`src/core/sri_defs.svh`:
```
// Offsets, field positions, reset values and timing counts of the supervision block
`ifndef SRI_DEFS_SVH
`define SRI_DEFS_SVH
`define SRI_OFS_RT       8'h00
`define SRI_OFS_RT_CLR   8'h04
`define SRI_OFS_MASK     8'h08
`define SRI_OFS_CFG      8'h0C
`define SRI_OFS_DEB      8'h10
`define SRI_OFS_GK       8'h14
`define SRI_OFS_CHEN     8'h18
`define SRI_OFS_CMD      8'h1C
`define SRI_OFS_STAT     8'h20
`define SRI_OFS_ATI      8'h24
`define SRI_OFS_PCM      8'h28
`define SRI_CMD_ACT      0
`define SRI_CMD_DEACT    1
`define SRI_CMD_SWRST    2
`define SRI_CMD_HWRST    3
`define SRI_RST_MASK     8'hFF
`define SRI_RST_DEB      4'h8
`define SRI_RST_CHEN     4'hF
`define SRI_RST_PCM      32'h0000_3210
`define SRI_GK_MAX       3'd6
`define SRI_FS_PER_MS    4'd8
`define SRI_CS_RST_EDGES 5'd16
`define SRI_CLK_HZ       40000000
`define SRI_CHOP0_HZ     256000
`define SRI_CHOP1_HZ     292570
`define SRI_CHOP0_HALF   (`SRI_CLK_HZ / (2 * `SRI_CHOP0_HZ))
`define SRI_CHOP1_HALF   (`SRI_CLK_HZ / (2 * `SRI_CHOP1_HZ))
`define SRI_RESP_OKAY    2'b00
`define SRI_RESP_SLVERR  2'b10
`endif

```
`src/core/sri_pkg.sv`:
```
// Types shared by the supervision and interrupt block
package sri_pkg;
  typedef struct packed {
    logic       mu_law;      // 0 selects A-law
    logic       mux_pol_low; // 0 gives high-going mux pulses
    logic       mux_enable;  // Detector multiplexing on
    logic       chopper_enable;
    logic       chopper_freq_select;
    logic       interrupt_output_type; // 1 totem-pole, 0 open-drain
  } sri_cfg_s;

  typedef enum logic [0:0] {
    SRI_B_IDLE = 1'b0,
    SRI_B_RESP = 1'b1
  } sri_bus_e;
endpackage

```
`src/core/sri_top.sv`:
```
// Supervision real-time data register, interrupt, channel state and chopper clock
//
// Overview of operation
// - one 8-bit register, two bits per channel
// - primary bit is debounced loop detect
// - secondary bit: second detect or muxed ground key
// - filters advance only on frame sync, except ground key with period 0
// - real-time register readable at any time
// - real-time data copied to upstream SC field
// - unmasked supervision change pulls interrupt low
// - armed channel transmit change raises interrupt
// - interrupt holds until a clearing event
// - output type bit picks totem-pole or open-drain
// - unmasked bits freeze while interrupt pending
// - cleared by clearing read, mask write, reset
// - clearing read with pending difference re-asserts
// - read/write mask, one bit per status bit
// - activate command sets enabled channels active
// - resets and deactivate make channels inactive
// - chopper 256 or 292.57 kHz, runs when enabled
// - reset by pin, command, long chip select
// - reset clears, masks, open-drain, 8 ms debounce
// - reset gives default slots, port A, clock
// - reset gives A-law, inputs, chopper off
// - debounce restarts on change, counts ms ticks
// - ground-key saturating counter 0 to 6
//
// Decided for this implementation: the register offsets and the AXI4-Lite interface to the registers.
`timescale 1ns/1ps
`include "sri_defs.svh"
module sri_top
  import sri_pkg::*;
#(
  parameter int NCH = 4
)(
  input  wire logic             core_clk_in,
  input  wire logic             rst_in,
  input  wire logic             s_axi_awvalid_in,
  output logic                  s_axi_awready_out,
  input  wire logic [7:0]       s_axi_awaddr_in,
  input  wire logic             s_axi_wvalid_in,
  output logic                  s_axi_wready_out,
  input  wire logic [31:0]      s_axi_wdata_in,
  input  wire logic [3:0]       s_axi_wstrb_in,
  output logic                  s_axi_bvalid_out,
  input  wire logic             s_axi_bready_in,
  output logic [1:0]            s_axi_bresp_out,
  input  wire logic             s_axi_arvalid_in,
  output logic                  s_axi_arready_out,
  input  wire logic [7:0]       s_axi_araddr_in,
  output logic                  s_axi_rvalid_out,
  input  wire logic             s_axi_rready_in,
  output logic [31:0]           s_axi_rdata_out,
  output logic [1:0]            s_axi_rresp_out,
  input  wire logic             frame_sync_in,
  input  wire logic [NCH-1:0]   loop_detect_input_in,
  input  wire logic [NCH-1:0]   second_detect_input_in,
  input  wire logic [NCH-1:0]   muxed_ground_key_bit_in,
  input  wire logic [NCH-1:0]   tx_pcm_change_in,
  input  wire logic             reset_pin_n_in,
  input  wire logic             chip_select_n_in,
  input  wire logic             serial_data_clock_in,
  output logic                  int_n_out,
  output logic                  int_n_oe_out,
  output logic                  chopper_clk_out,
  output logic [2*NCH-1:0]      sc_upstream_rt_out,
  output logic [NCH-1:0]        channel_state_flag_out
);

  // Two-stage synchronisers for every pin input except tx_pcm_change_in
  logic [3*NCH+3:0] pin_s1_r;
  logic [3*NCH+3:0] pin_s2_r;
  always_ff @(posedge core_clk_in)
  begin
    pin_s1_r <= {frame_sync_in, reset_pin_n_in, chip_select_n_in, serial_data_clock_in,
                 muxed_ground_key_bit_in, second_detect_input_in, loop_detect_input_in};
    pin_s2_r <= pin_s1_r;
  end

  logic [NCH-1:0] ld_s;
  logic [NCH-1:0] cd2_s;
  logic [NCH-1:0] gkm_s;
  logic           fs_s;
  logic           rstn_s;
  logic           csn_s;
  logic           serial_data_clock_s;
  assign ld_s   = pin_s2_r[NCH-1:0];
  assign cd2_s  = pin_s2_r[2*NCH-1:NCH];
  assign gkm_s  = pin_s2_r[3*NCH-1:2*NCH];
  assign serial_data_clock_s = pin_s2_r[3*NCH];
  assign csn_s  = pin_s2_r[3*NCH+1];
  assign rstn_s = pin_s2_r[3*NCH+2];
  assign fs_s   = pin_s2_r[3*NCH+3];

  // Edge history of synchronised frame sync and data clock
  logic fs_d_r;
  logic serial_data_clock_d_r;
  always_ff @(posedge core_clk_in)
  begin
    fs_d_r   <= fs_s;
    serial_data_clock_d_r <= serial_data_clock_s;
  end

  logic fs_tick;
  assign fs_tick = fs_s & ~fs_d_r;

  // Chip select held low over 16 rising data clock edges forces a reset
  logic [4:0] cs_cnt_r;
  logic       cs_rst;
  always_ff @(posedge core_clk_in)
  begin
    if (rst_in || csn_s)
      cs_cnt_r <= 5'd0;
    else if (serial_data_clock_s && !serial_data_clock_d_r && cs_cnt_r != `SRI_CS_RST_EDGES)
      cs_cnt_r <= cs_cnt_r + 5'd1;
  end
  assign cs_rst = (cs_cnt_r == `SRI_CS_RST_EDGES);

  // Any reset source resets the device state; bus handshake keeps rst_in only
  logic hw_cmd_r;
  logic dev_rst;
  assign dev_rst = rst_in | ~rstn_s | cs_rst | hw_cmd_r;

  // Software registers
  sri_cfg_s        cfg_r;
  logic [2*NCH-1:0] mask_r;
  logic [3:0]      deb_r;
  logic [4*NCH-1:0] gk_r;
  logic [NCH-1:0]  chen_r;
  logic [NCH-1:0]  ati_r;
  logic [31:0]     pcm_r;
  logic [NCH-1:0]  channel_state_flag_r;

  // Write channel: address and data taken in either order
  sri_bus_e   wst_r;
  logic       aw_have_r;
  logic       w_have_r;
  logic [7:0] awaddr_r;
  logic [31:0] wdata_r;
  logic       wr_go;
  logic       wr_hit;
  assign s_axi_awready_out = (wst_r == SRI_B_IDLE) && !aw_have_r;
  assign s_axi_wready_out  = (wst_r == SRI_B_IDLE) && !w_have_r;
  assign wr_go = (wst_r == SRI_B_IDLE) && aw_have_r && w_have_r;

  function automatic logic map_hit(input logic [7:0] a, input logic wr);
    unique case (a)
      `SRI_OFS_RT, `SRI_OFS_RT_CLR, `SRI_OFS_STAT: map_hit = !wr;
      `SRI_OFS_MASK, `SRI_OFS_CFG, `SRI_OFS_DEB, `SRI_OFS_GK,
      `SRI_OFS_CHEN, `SRI_OFS_ATI, `SRI_OFS_PCM:   map_hit = 1'b1;
      `SRI_OFS_CMD:                                map_hit = wr;
      default:                                     map_hit = 1'b0;
    endcase
  endfunction
  assign wr_hit = map_hit(awaddr_r, 1'b1);

  // Write handshake state
  always_ff @(posedge core_clk_in)
  begin
    if (rst_in)
    begin
      wst_r           <= SRI_B_IDLE;
      aw_have_r       <= 1'b0;
      w_have_r        <= 1'b0;
      awaddr_r        <= 8'h00;
      wdata_r         <= 32'h0000_0000;
      s_axi_bvalid_out <= 1'b0;
      s_axi_bresp_out <= `SRI_RESP_OKAY;
    end
    else
    begin
      if (s_axi_awvalid_in && s_axi_awready_out)
      begin
        aw_have_r <= 1'b1;
        awaddr_r  <= {s_axi_awaddr_in[7:2], 2'b00};
      end
      if (s_axi_wvalid_in && s_axi_wready_out)
      begin
        w_have_r <= 1'b1;
        wdata_r  <= s_axi_wdata_in;
      end
      if (wr_go)
      begin
        wst_r            <= SRI_B_RESP;
        aw_have_r        <= 1'b0;
        w_have_r         <= 1'b0;
        s_axi_bvalid_out <= 1'b1;
        s_axi_bresp_out  <= wr_hit ? `SRI_RESP_OKAY : `SRI_RESP_SLVERR;
      end
      else if (wst_r == SRI_B_RESP && s_axi_bready_in)
      begin
        wst_r            <= SRI_B_IDLE;
        s_axi_bvalid_out <= 1'b0;
      end
    end
  end

  // Register stores; strobes are ignored for every field, the 32-bit PCM word included
  logic wr_mask;
  logic wr_cmd;
  assign wr_mask = wr_go && awaddr_r == `SRI_OFS_MASK;
  assign wr_cmd  = wr_go && awaddr_r == `SRI_OFS_CMD;
  always_ff @(posedge core_clk_in)
  begin
    if (dev_rst)
    begin
      cfg_r  <= '0;
      mask_r <= `SRI_RST_MASK;
      deb_r  <= `SRI_RST_DEB;
      gk_r   <= '0;
      chen_r <= `SRI_RST_CHEN;
      ati_r  <= '0;
      pcm_r  <= `SRI_RST_PCM;
    end
    else if (wr_go)
    begin
      unique case (awaddr_r)
        `SRI_OFS_MASK: mask_r <= wdata_r[2*NCH-1:0];
        `SRI_OFS_CFG:  cfg_r  <= wdata_r[5:0];
        `SRI_OFS_DEB:  deb_r  <= wdata_r[3:0];
        `SRI_OFS_GK:   gk_r   <= wdata_r[4*NCH-1:0];
        `SRI_OFS_CHEN: chen_r <= wdata_r[NCH-1:0];
        `SRI_OFS_ATI:  ati_r  <= wdata_r[NCH-1:0];
        `SRI_OFS_PCM:  pcm_r  <= wdata_r;
        default:       ;
      endcase
    end
  end

  // Hardware reset command lasts one cycle and resets itself
  always_ff @(posedge core_clk_in)
  begin
    if (rst_in)
      hw_cmd_r <= 1'b0;
    else
      hw_cmd_r <= wr_cmd && wdata_r[`SRI_CMD_HWRST] && !hw_cmd_r;
  end

  // Channel state: only the activate command can set a flag
  always_ff @(posedge core_clk_in)
  begin
    if (dev_rst)
      channel_state_flag_r <= '0;
    else if (wr_cmd && wdata_r[`SRI_CMD_ACT])
      channel_state_flag_r <= channel_state_flag_r | chen_r;
    else if (wr_cmd && (wdata_r[`SRI_CMD_DEACT] || wdata_r[`SRI_CMD_SWRST]))
      channel_state_flag_r <= channel_state_flag_r & ~chen_r;
  end
  assign channel_state_flag_out = channel_state_flag_r;

  // One millisecond tick from eight frame syncs
  logic [3:0] fs_cnt_r;
  logic       ms_tick;
  always_ff @(posedge core_clk_in)
  begin
    if (dev_rst)
      fs_cnt_r <= 4'd0;
    else if (fs_tick)
      fs_cnt_r <= (fs_cnt_r == `SRI_FS_PER_MS - 4'd1) ? 4'd0 : fs_cnt_r + 4'd1;
  end
  assign ms_tick = fs_tick && (fs_cnt_r == `SRI_FS_PER_MS - 4'd1);

  // Per-channel loop-detect debounce and ground-key filter
  logic [NCH-1:0] cda_r;
  logic [NCH-1:0] cdb_r;
  logic [NCH-1:0] ld_smp_r;
  logic [3:0]     deb_cnt_r [NCH];
  logic [2:0]     gk_cnt_r  [NCH];
  logic [3:0]     gk_tmr_r  [NCH];
  logic [NCH-1:0] gk_in;
  assign gk_in = cfg_r.mux_enable ? gkm_s : cd2_s;

  for (genvar c = 0; c < NCH; c++)
  begin : g_ch
    logic [3:0] gper;
    assign gper = gk_r[4*c+3:4*c];

    // Any change at frame rate restarts the count
    always_ff @(posedge core_clk_in)
    begin
      if (dev_rst)
      begin
        ld_smp_r[c]  <= 1'b0;
        deb_cnt_r[c] <= 4'd0;
        cda_r[c]     <= 1'b0;
      end
      else if (fs_tick)
      begin
        ld_smp_r[c] <= ld_s[c];
        if (ld_s[c] != ld_smp_r[c])
          deb_cnt_r[c] <= 4'd0;
        else if (deb_cnt_r[c] >= deb_r)
          cda_r[c] <= ld_smp_r[c];
        else if (ms_tick)
          deb_cnt_r[c] <= deb_cnt_r[c] + 4'd1;
      end
    end

    // Saturating duty-cycle counter sampled every programmed period
    always_ff @(posedge core_clk_in)
    begin
      if (dev_rst)
      begin
        gk_tmr_r[c] <= 4'd0;
        gk_cnt_r[c] <= 3'd0;
        cdb_r[c]    <= 1'b0;
      end
      else if (gper == 4'd0)
        cdb_r[c] <= gk_in[c];
      else if (ms_tick)
      begin
        if (gk_tmr_r[c] + 4'd1 >= gper)
        begin
          gk_tmr_r[c] <= 4'd0;
          if (gk_in[c] && gk_cnt_r[c] != `SRI_GK_MAX)
            gk_cnt_r[c] <= gk_cnt_r[c] + 3'd1;
          else if (!gk_in[c] && gk_cnt_r[c] != 3'd0)
            gk_cnt_r[c] <= gk_cnt_r[c] - 3'd1;
          if (gk_in[c] && gk_cnt_r[c] >= `SRI_GK_MAX - 3'd1)
            cdb_r[c] <= 1'b1;
          else if (!gk_in[c] && gk_cnt_r[c] <= 3'd1)
            cdb_r[c] <= 1'b0;
        end
        else
          gk_tmr_r[c] <= gk_tmr_r[c] + 4'd1;
      end
    end
  end

  // Live supervision word, channel pairs secondary above primary
  logic [2*NCH-1:0] rt_live;
  always_comb
  begin
    for (int c = 0; c < NCH; c++)
    begin
      rt_live[2*c]   = cda_r[c];
      rt_live[2*c+1] = cdb_r[c];
    end
  end

  // Latched real-time register and pending interrupt
  logic [2*NCH-1:0] rt_r;
  logic             pend_r;
  logic             rd_clr;
  logic [2*NCH-1:0] diff;
  logic             tx_ev;
  assign diff  = (rt_live ^ rt_r) & ~mask_r;
  assign tx_ev = |(tx_pcm_change_in & ati_r);

  // Events in a clearing cycle win over the clear so nothing is lost
  always_ff @(posedge core_clk_in)
  begin
    if (dev_rst)
    begin
      rt_r   <= '0;
      pend_r <= 1'b0;
    end
    else if (!pend_r || rd_clr || wr_mask)
    begin
      rt_r   <= rt_live;
      pend_r <= (|diff) || tx_ev;
    end
    else
    begin
      rt_r   <= (rt_r & ~mask_r) | (rt_live & mask_r);
      pend_r <= 1'b1;
    end
  end
  assign sc_upstream_rt_out = rt_r;

  // Interrupt pin: open-drain floats when idle, totem-pole drives high
  assign int_n_out    = ~pend_r & cfg_r.interrupt_output_type;
  assign int_n_oe_out = pend_r | cfg_r.interrupt_output_type;

  // Read channel, one cycle from address to data
  logic [31:0] rd_val;
  always_comb
  begin
    rd_val = 32'h0000_0000;
    unique case (s_axi_araddr_in & 8'hFC)
      `SRI_OFS_RT, `SRI_OFS_RT_CLR: rd_val[2*NCH-1:0] = rt_r;
      `SRI_OFS_MASK: rd_val[2*NCH-1:0] = mask_r;
      `SRI_OFS_CFG:  rd_val[5:0] = cfg_r;
      `SRI_OFS_DEB:  rd_val[3:0] = deb_r;
      `SRI_OFS_GK:   rd_val[4*NCH-1:0] = gk_r;
      `SRI_OFS_CHEN: rd_val[NCH-1:0] = chen_r;
      `SRI_OFS_ATI:  rd_val[NCH-1:0] = ati_r;
      `SRI_OFS_PCM:  rd_val = pcm_r;
      `SRI_OFS_STAT: rd_val[NCH:0] = {pend_r, channel_state_flag_r};
      default:       rd_val = 32'h0000_0000;
    endcase
  end

  assign s_axi_arready_out = !s_axi_rvalid_out;
  assign rd_clr = s_axi_arvalid_in && s_axi_arready_out
               && (s_axi_araddr_in & 8'hFC) == `SRI_OFS_RT_CLR;

  // Read data is registered; taking the address clears for the clearing view
  always_ff @(posedge core_clk_in)
  begin
    if (rst_in)
    begin
      s_axi_rvalid_out <= 1'b0;
      s_axi_rdata_out  <= 32'h0000_0000;
      s_axi_rresp_out  <= `SRI_RESP_OKAY;
    end
    else if (s_axi_arvalid_in && s_axi_arready_out)
    begin
      s_axi_rvalid_out <= 1'b1;
      s_axi_rdata_out  <= rd_val;
      s_axi_rresp_out  <= map_hit(s_axi_araddr_in & 8'hFC, 1'b0) ?
                          `SRI_RESP_OKAY : `SRI_RESP_SLVERR;
    end
    else if (s_axi_rready_in)
      s_axi_rvalid_out <= 1'b0;
  end

  // Chopper divider; integer half periods so frequencies are approximate
  localparam logic [7:0] CH_H0 = 8'(`SRI_CHOP0_HALF);
  localparam logic [7:0] CH_H1 = 8'(`SRI_CHOP1_HALF);
  logic [7:0] chop_cnt_r;
  logic [7:0] chop_half;
  assign chop_half = cfg_r.chopper_freq_select ? CH_H1 : CH_H0;
  always_ff @(posedge core_clk_in)
  begin
    if (dev_rst || !cfg_r.chopper_enable)
    begin
      chop_cnt_r      <= 8'd0;
      chopper_clk_out <= 1'b0;
    end
    else if (chop_cnt_r + 8'd1 >= chop_half)
    begin
      chop_cnt_r      <= 8'd0;
      chopper_clk_out <= ~chopper_clk_out;
    end
    else
      chop_cnt_r <= chop_cnt_r + 8'd1;
  end

endmodule

```
`config.mk`:
```
export PLATFORM = sky130hd
export DESIGN_NAME = sri_top
export DESIGN_NICKNAME = d
export VERILOG_FILES = /design/src/core/sri_pkg.sv /design/src/core/sri_top.sv
export VERILOG_INCLUDE_DIRS = /design/src /design/src/core
export SDC_FILE = /design/constraint.sdc
export NUM_CORES = 1
export LEC_CHECK = 0
export BUFFER_PORTS_ARGS = -buffer_cell sky130_fd_sc_hd__buf_2
export CORE_UTILIZATION = 45
export DETAILED_ROUTE_END_ITERATION = 7
export GPL_TIMING_DRIVEN = 0
export PLACE_DENSITY = 0.67
export SLEW_MARGIN = 20
export SYNTH_ARGS = -nofsm -noshare
export SYNTH_HDL_FRONTEND = slang
export SYNTH_SLANG_ARGS = --single-unit
```
`constraint.sdc`:
```
create_clock -name core_clk_in -period 3.3 [get_ports core_clk_in]
set_clock_uncertainty 0.05 [all_clocks]
set_input_delay 0.495 -clock core_clk_in [delete_from_list [all_inputs] [get_ports core_clk_in]]
set_output_delay 0.495 -clock core_clk_in [all_outputs]
set_load 0.03 [all_outputs]
```
==> impl_metrics.ini <==
[run_status]
status = finished, final reports clean

[global_route]
grt_pass1_vias = 9962
grtUsageTotal = 0.228
grt_max_degree = 17
global_route.overflow_total = 0
grt_antenna_before_repair = 2
grt_pass1_wl_mm = 51.5

[detailed_routing]
vias_per_cell = 5.44
drtIter0Drc = 779
drc = 0
drt-total-wl_mm = 32.1
dr.pass1.iters = 5
dr_total_vias = 10383
wire_per_inst_um = 16.8
postRouteAntennaNets = 0

[yosys]
synthCells = 1368
synth.top_cell.area_share = 0.370
synth_flop_cell = dfxtp_1
post-synth-top-count-cell = dfxtp_1
ys_types = 77
synth_seq_area_share = 0.477
ys_warn_count = 0
synth-edff-count = 44
synthTopCellsByCount = dfxtp_1 (228), nand2_1 (206), nor2_1 (133)
ys_async_sr_fraction = 0
yosys-top-cells-area = dfxtp_1 (37%), edfxtp_1 (11%), ha_1 (6.7%)
ys_ff_latch = 272
syn_area_um2 = 12300
synth_top_cell_by_area = dfxtp_1
avgSynthCellArea_um2 = 9.02

[timing]
setup_viol = 0
layout_min_cycle_time_ns = 2.95
worst_pin_slew_ns = 0.914
whs_ns = 0.104
grt_setup_unrepaired = false
fin_tns_setup_ns = 0
relSlewSlack = 0.387
fmax_ghz = 0.339
period_share = 0.895
hold_viol = 0
final_max_slew_viol_count = 0

[cts]
root_buffer = clkbuf_16
cts_num_sinks = 272
post_cts_buffers = 0
cts_tree = done
cts_buffers = 30
htree_levels = 1
cts.clk_slew.worst_paths_ns = 0.06
cts_hold_buf = 16
clk_latency_ns = 0.57
post_cts_resized = 0
ctsLongestPathBuffers = 3

[placed_design]
placedCellCount = 1834
hpwl_mm = 24.0
gp_congestion = 0.870
port_buffers = 123
dpl_cell_area_um2 = 13400

[critical_path]
critPathKind = flip-flop to flip-flop
ff2ff_path_depth = 6
start_kind = flip-flop
path_max_fanout = 10
worstPathCellList = nor3b_1, nand2_1, nor2_1, buf_2, nand3_1, nand3_1
critPathMaxStageDelay_ns = 0.72
crit_path_end_kind = flip-flop
crit_top_cell = nand3_1
worstPathRequired_ns = 3.50
slowest_stage = nor3b_1
crit_arrival_ns = 3.16

[floorplan]
rows = 60
pin_count = 135
fp.dieH_um = 168
initial_core_util = 0.458
die_w_um = 168
die-area_um2 = 28100
core_area_um2 = 27000

[hold_path]
min_path_cells = 3
hold_class = primary input to flip-flop

[final_layout]
fin_cells = 1908
final_util = 0.545
final_area_um2 = 14700
fillCellCount = 2506
multi_input_area_um2 = 5960
layout.area.seq_um2 = 5890
nets = 1686
area_growth_syn_to_layout_pct = 18.9
drive_above_1_share = 0.141

[pwr]
power.density_nw_per_um2 = 523
switching_share = 0.236
peakVddDrop_uv = 413
p_comb_frac = 0.072
power.internal_w = 0.00587
power_frac_seq = 0.461
pwr-share-clk = 0.467
power.leakage_nw = 5.74
p_sw_w = 0.00181

[job]
cap_violations = 0
area by class of cell:
type,instances,share of cell area
multi-input combinational,970,0.406
sequential,272,0.401
clock buffer,45,0.0640
timing repair buffer,139,0.0529
tap,341,0.0291
buffer,74,0.0218
inverter,54,0.0138
clock inverter,11,0.0109
antenna,2,0.000341
critical path, delay by kind of cell (launching register included):
kind	cells	cell delay [ns]
and+or+nand+nor	5	1.94
DFF	1	0.36
buffers and inverters	1	0.31
placed cells by master (no fill, tap or decap), types with 6 or more instances in the layout:
| cell | n |
|---|---|
| nand2b_1 | 15 |
| clkbuf_1 | 53 |
| nor2_1 | 133 |
| a211oi_1 | 12 |
| clkbuf_8 | 9 |
| nand2_1 | 206 |
| a22oi_1 | 8 |
| buf_2 | 137 |
| a2111oi_0 | 6 |
| nand3_1 | 59 |
| o21ai_0 | 27 |
| xor2_1 | 14 |
| a221oi_1 | 11 |
| clkbuf_16 | 32 |
| mux2i_1 | 51 |
| dlygate4sd3_1 | 16 |
| edfxtp_1 | 44 |
| xnor2_1 | 25 |
| o211ai_1 | 13 |
| nand4_1 | 6 |
| a21oi_1 | 129 |
| nor3_1 | 46 |
| dfxtp_1 | 228 |
| ha_1 | 66 |
| inv_1 | 53 |
| nor2b_1 | 31 |
| o2111ai_1 | 7 |
kinds of logic after synthesis:
logic type	share of synthesized area
fa+ha+maj	0.0669
buf+inv	0.0424
simple gates	0.211
flops	0.477
xor+xnor	0.0277
mux	0.0423
compound gates	0.133
other cells	0.000304
worst paths after layout:
check / slack, ns / start / endpoint
setup / recovery: 0.35 / pin_s2_r[14]$_DFF_P_ / gk_cnt_r[3][2]$_DFFE_PP_
hold / removal: 0.10 / s_axi_awaddr_in[3] / awaddr_r[3]$_SDFFE_PP0P_
setup reg to reg: 0.35 / pin_s2_r[14]$_DFF_P_ / gk_cnt_r[3][2]$_DFFE_PP_
hold reg to reg: 0.27 / pin_s1_r[2]$_DFF_P_ / pin_s2_r[2]$_DFF_P_
metal layers:
metal / global-route usage / vias to the layer above / wire (um)
li1: - / 5115 / -
met5: 0 / - / 0
met3: 0.0395 / 64 / 2190
met2: 0.374 / 323 / 14700
met4: 0.0774 / 0 / 877
met1: 0.304 / 4881 / 14400
power by group through the flow:
stage          clock (W)  combinational (W)  sequential, W
6_report         0.00359           0.000550        0.00354
5_1_grt          0.00379           0.000608        0.00355
3_3_place_gp           0           0.000520        0.00361
3_5_place_dp           0           0.000530        0.00361
2_1_floorplan          0           0.000336        0.00361
4_1_cts          0.00363           0.000548        0.00354
flip-flops by register name (all words and copies together) (netlist names), 5 cells and up, named ones only:
name	flops
gk_tmr_r	16
gk_cnt_r	12
gk_r	16
awaddr_r	6
chop_cnt_r	8
cs_cnt_r	5
pcm_r	32
s_axi_rdata_out	32
pin_s1_r	16
deb_cnt_r	16
wdata_r	32
pin_s2_r	16
mask_r	8
cfg_r	6
through the flow:
step                setup slack (ns)  total power, W
floorplan                      0.943         0.00395
global placement               0.162         0.00413
detailed placement             0.154         0.00414
CTS                            0.439         0.00772
global route                   0.229         0.00795
finish                         0.346         0.00768
Note: power is estimated with default switching activity, not from simulation.
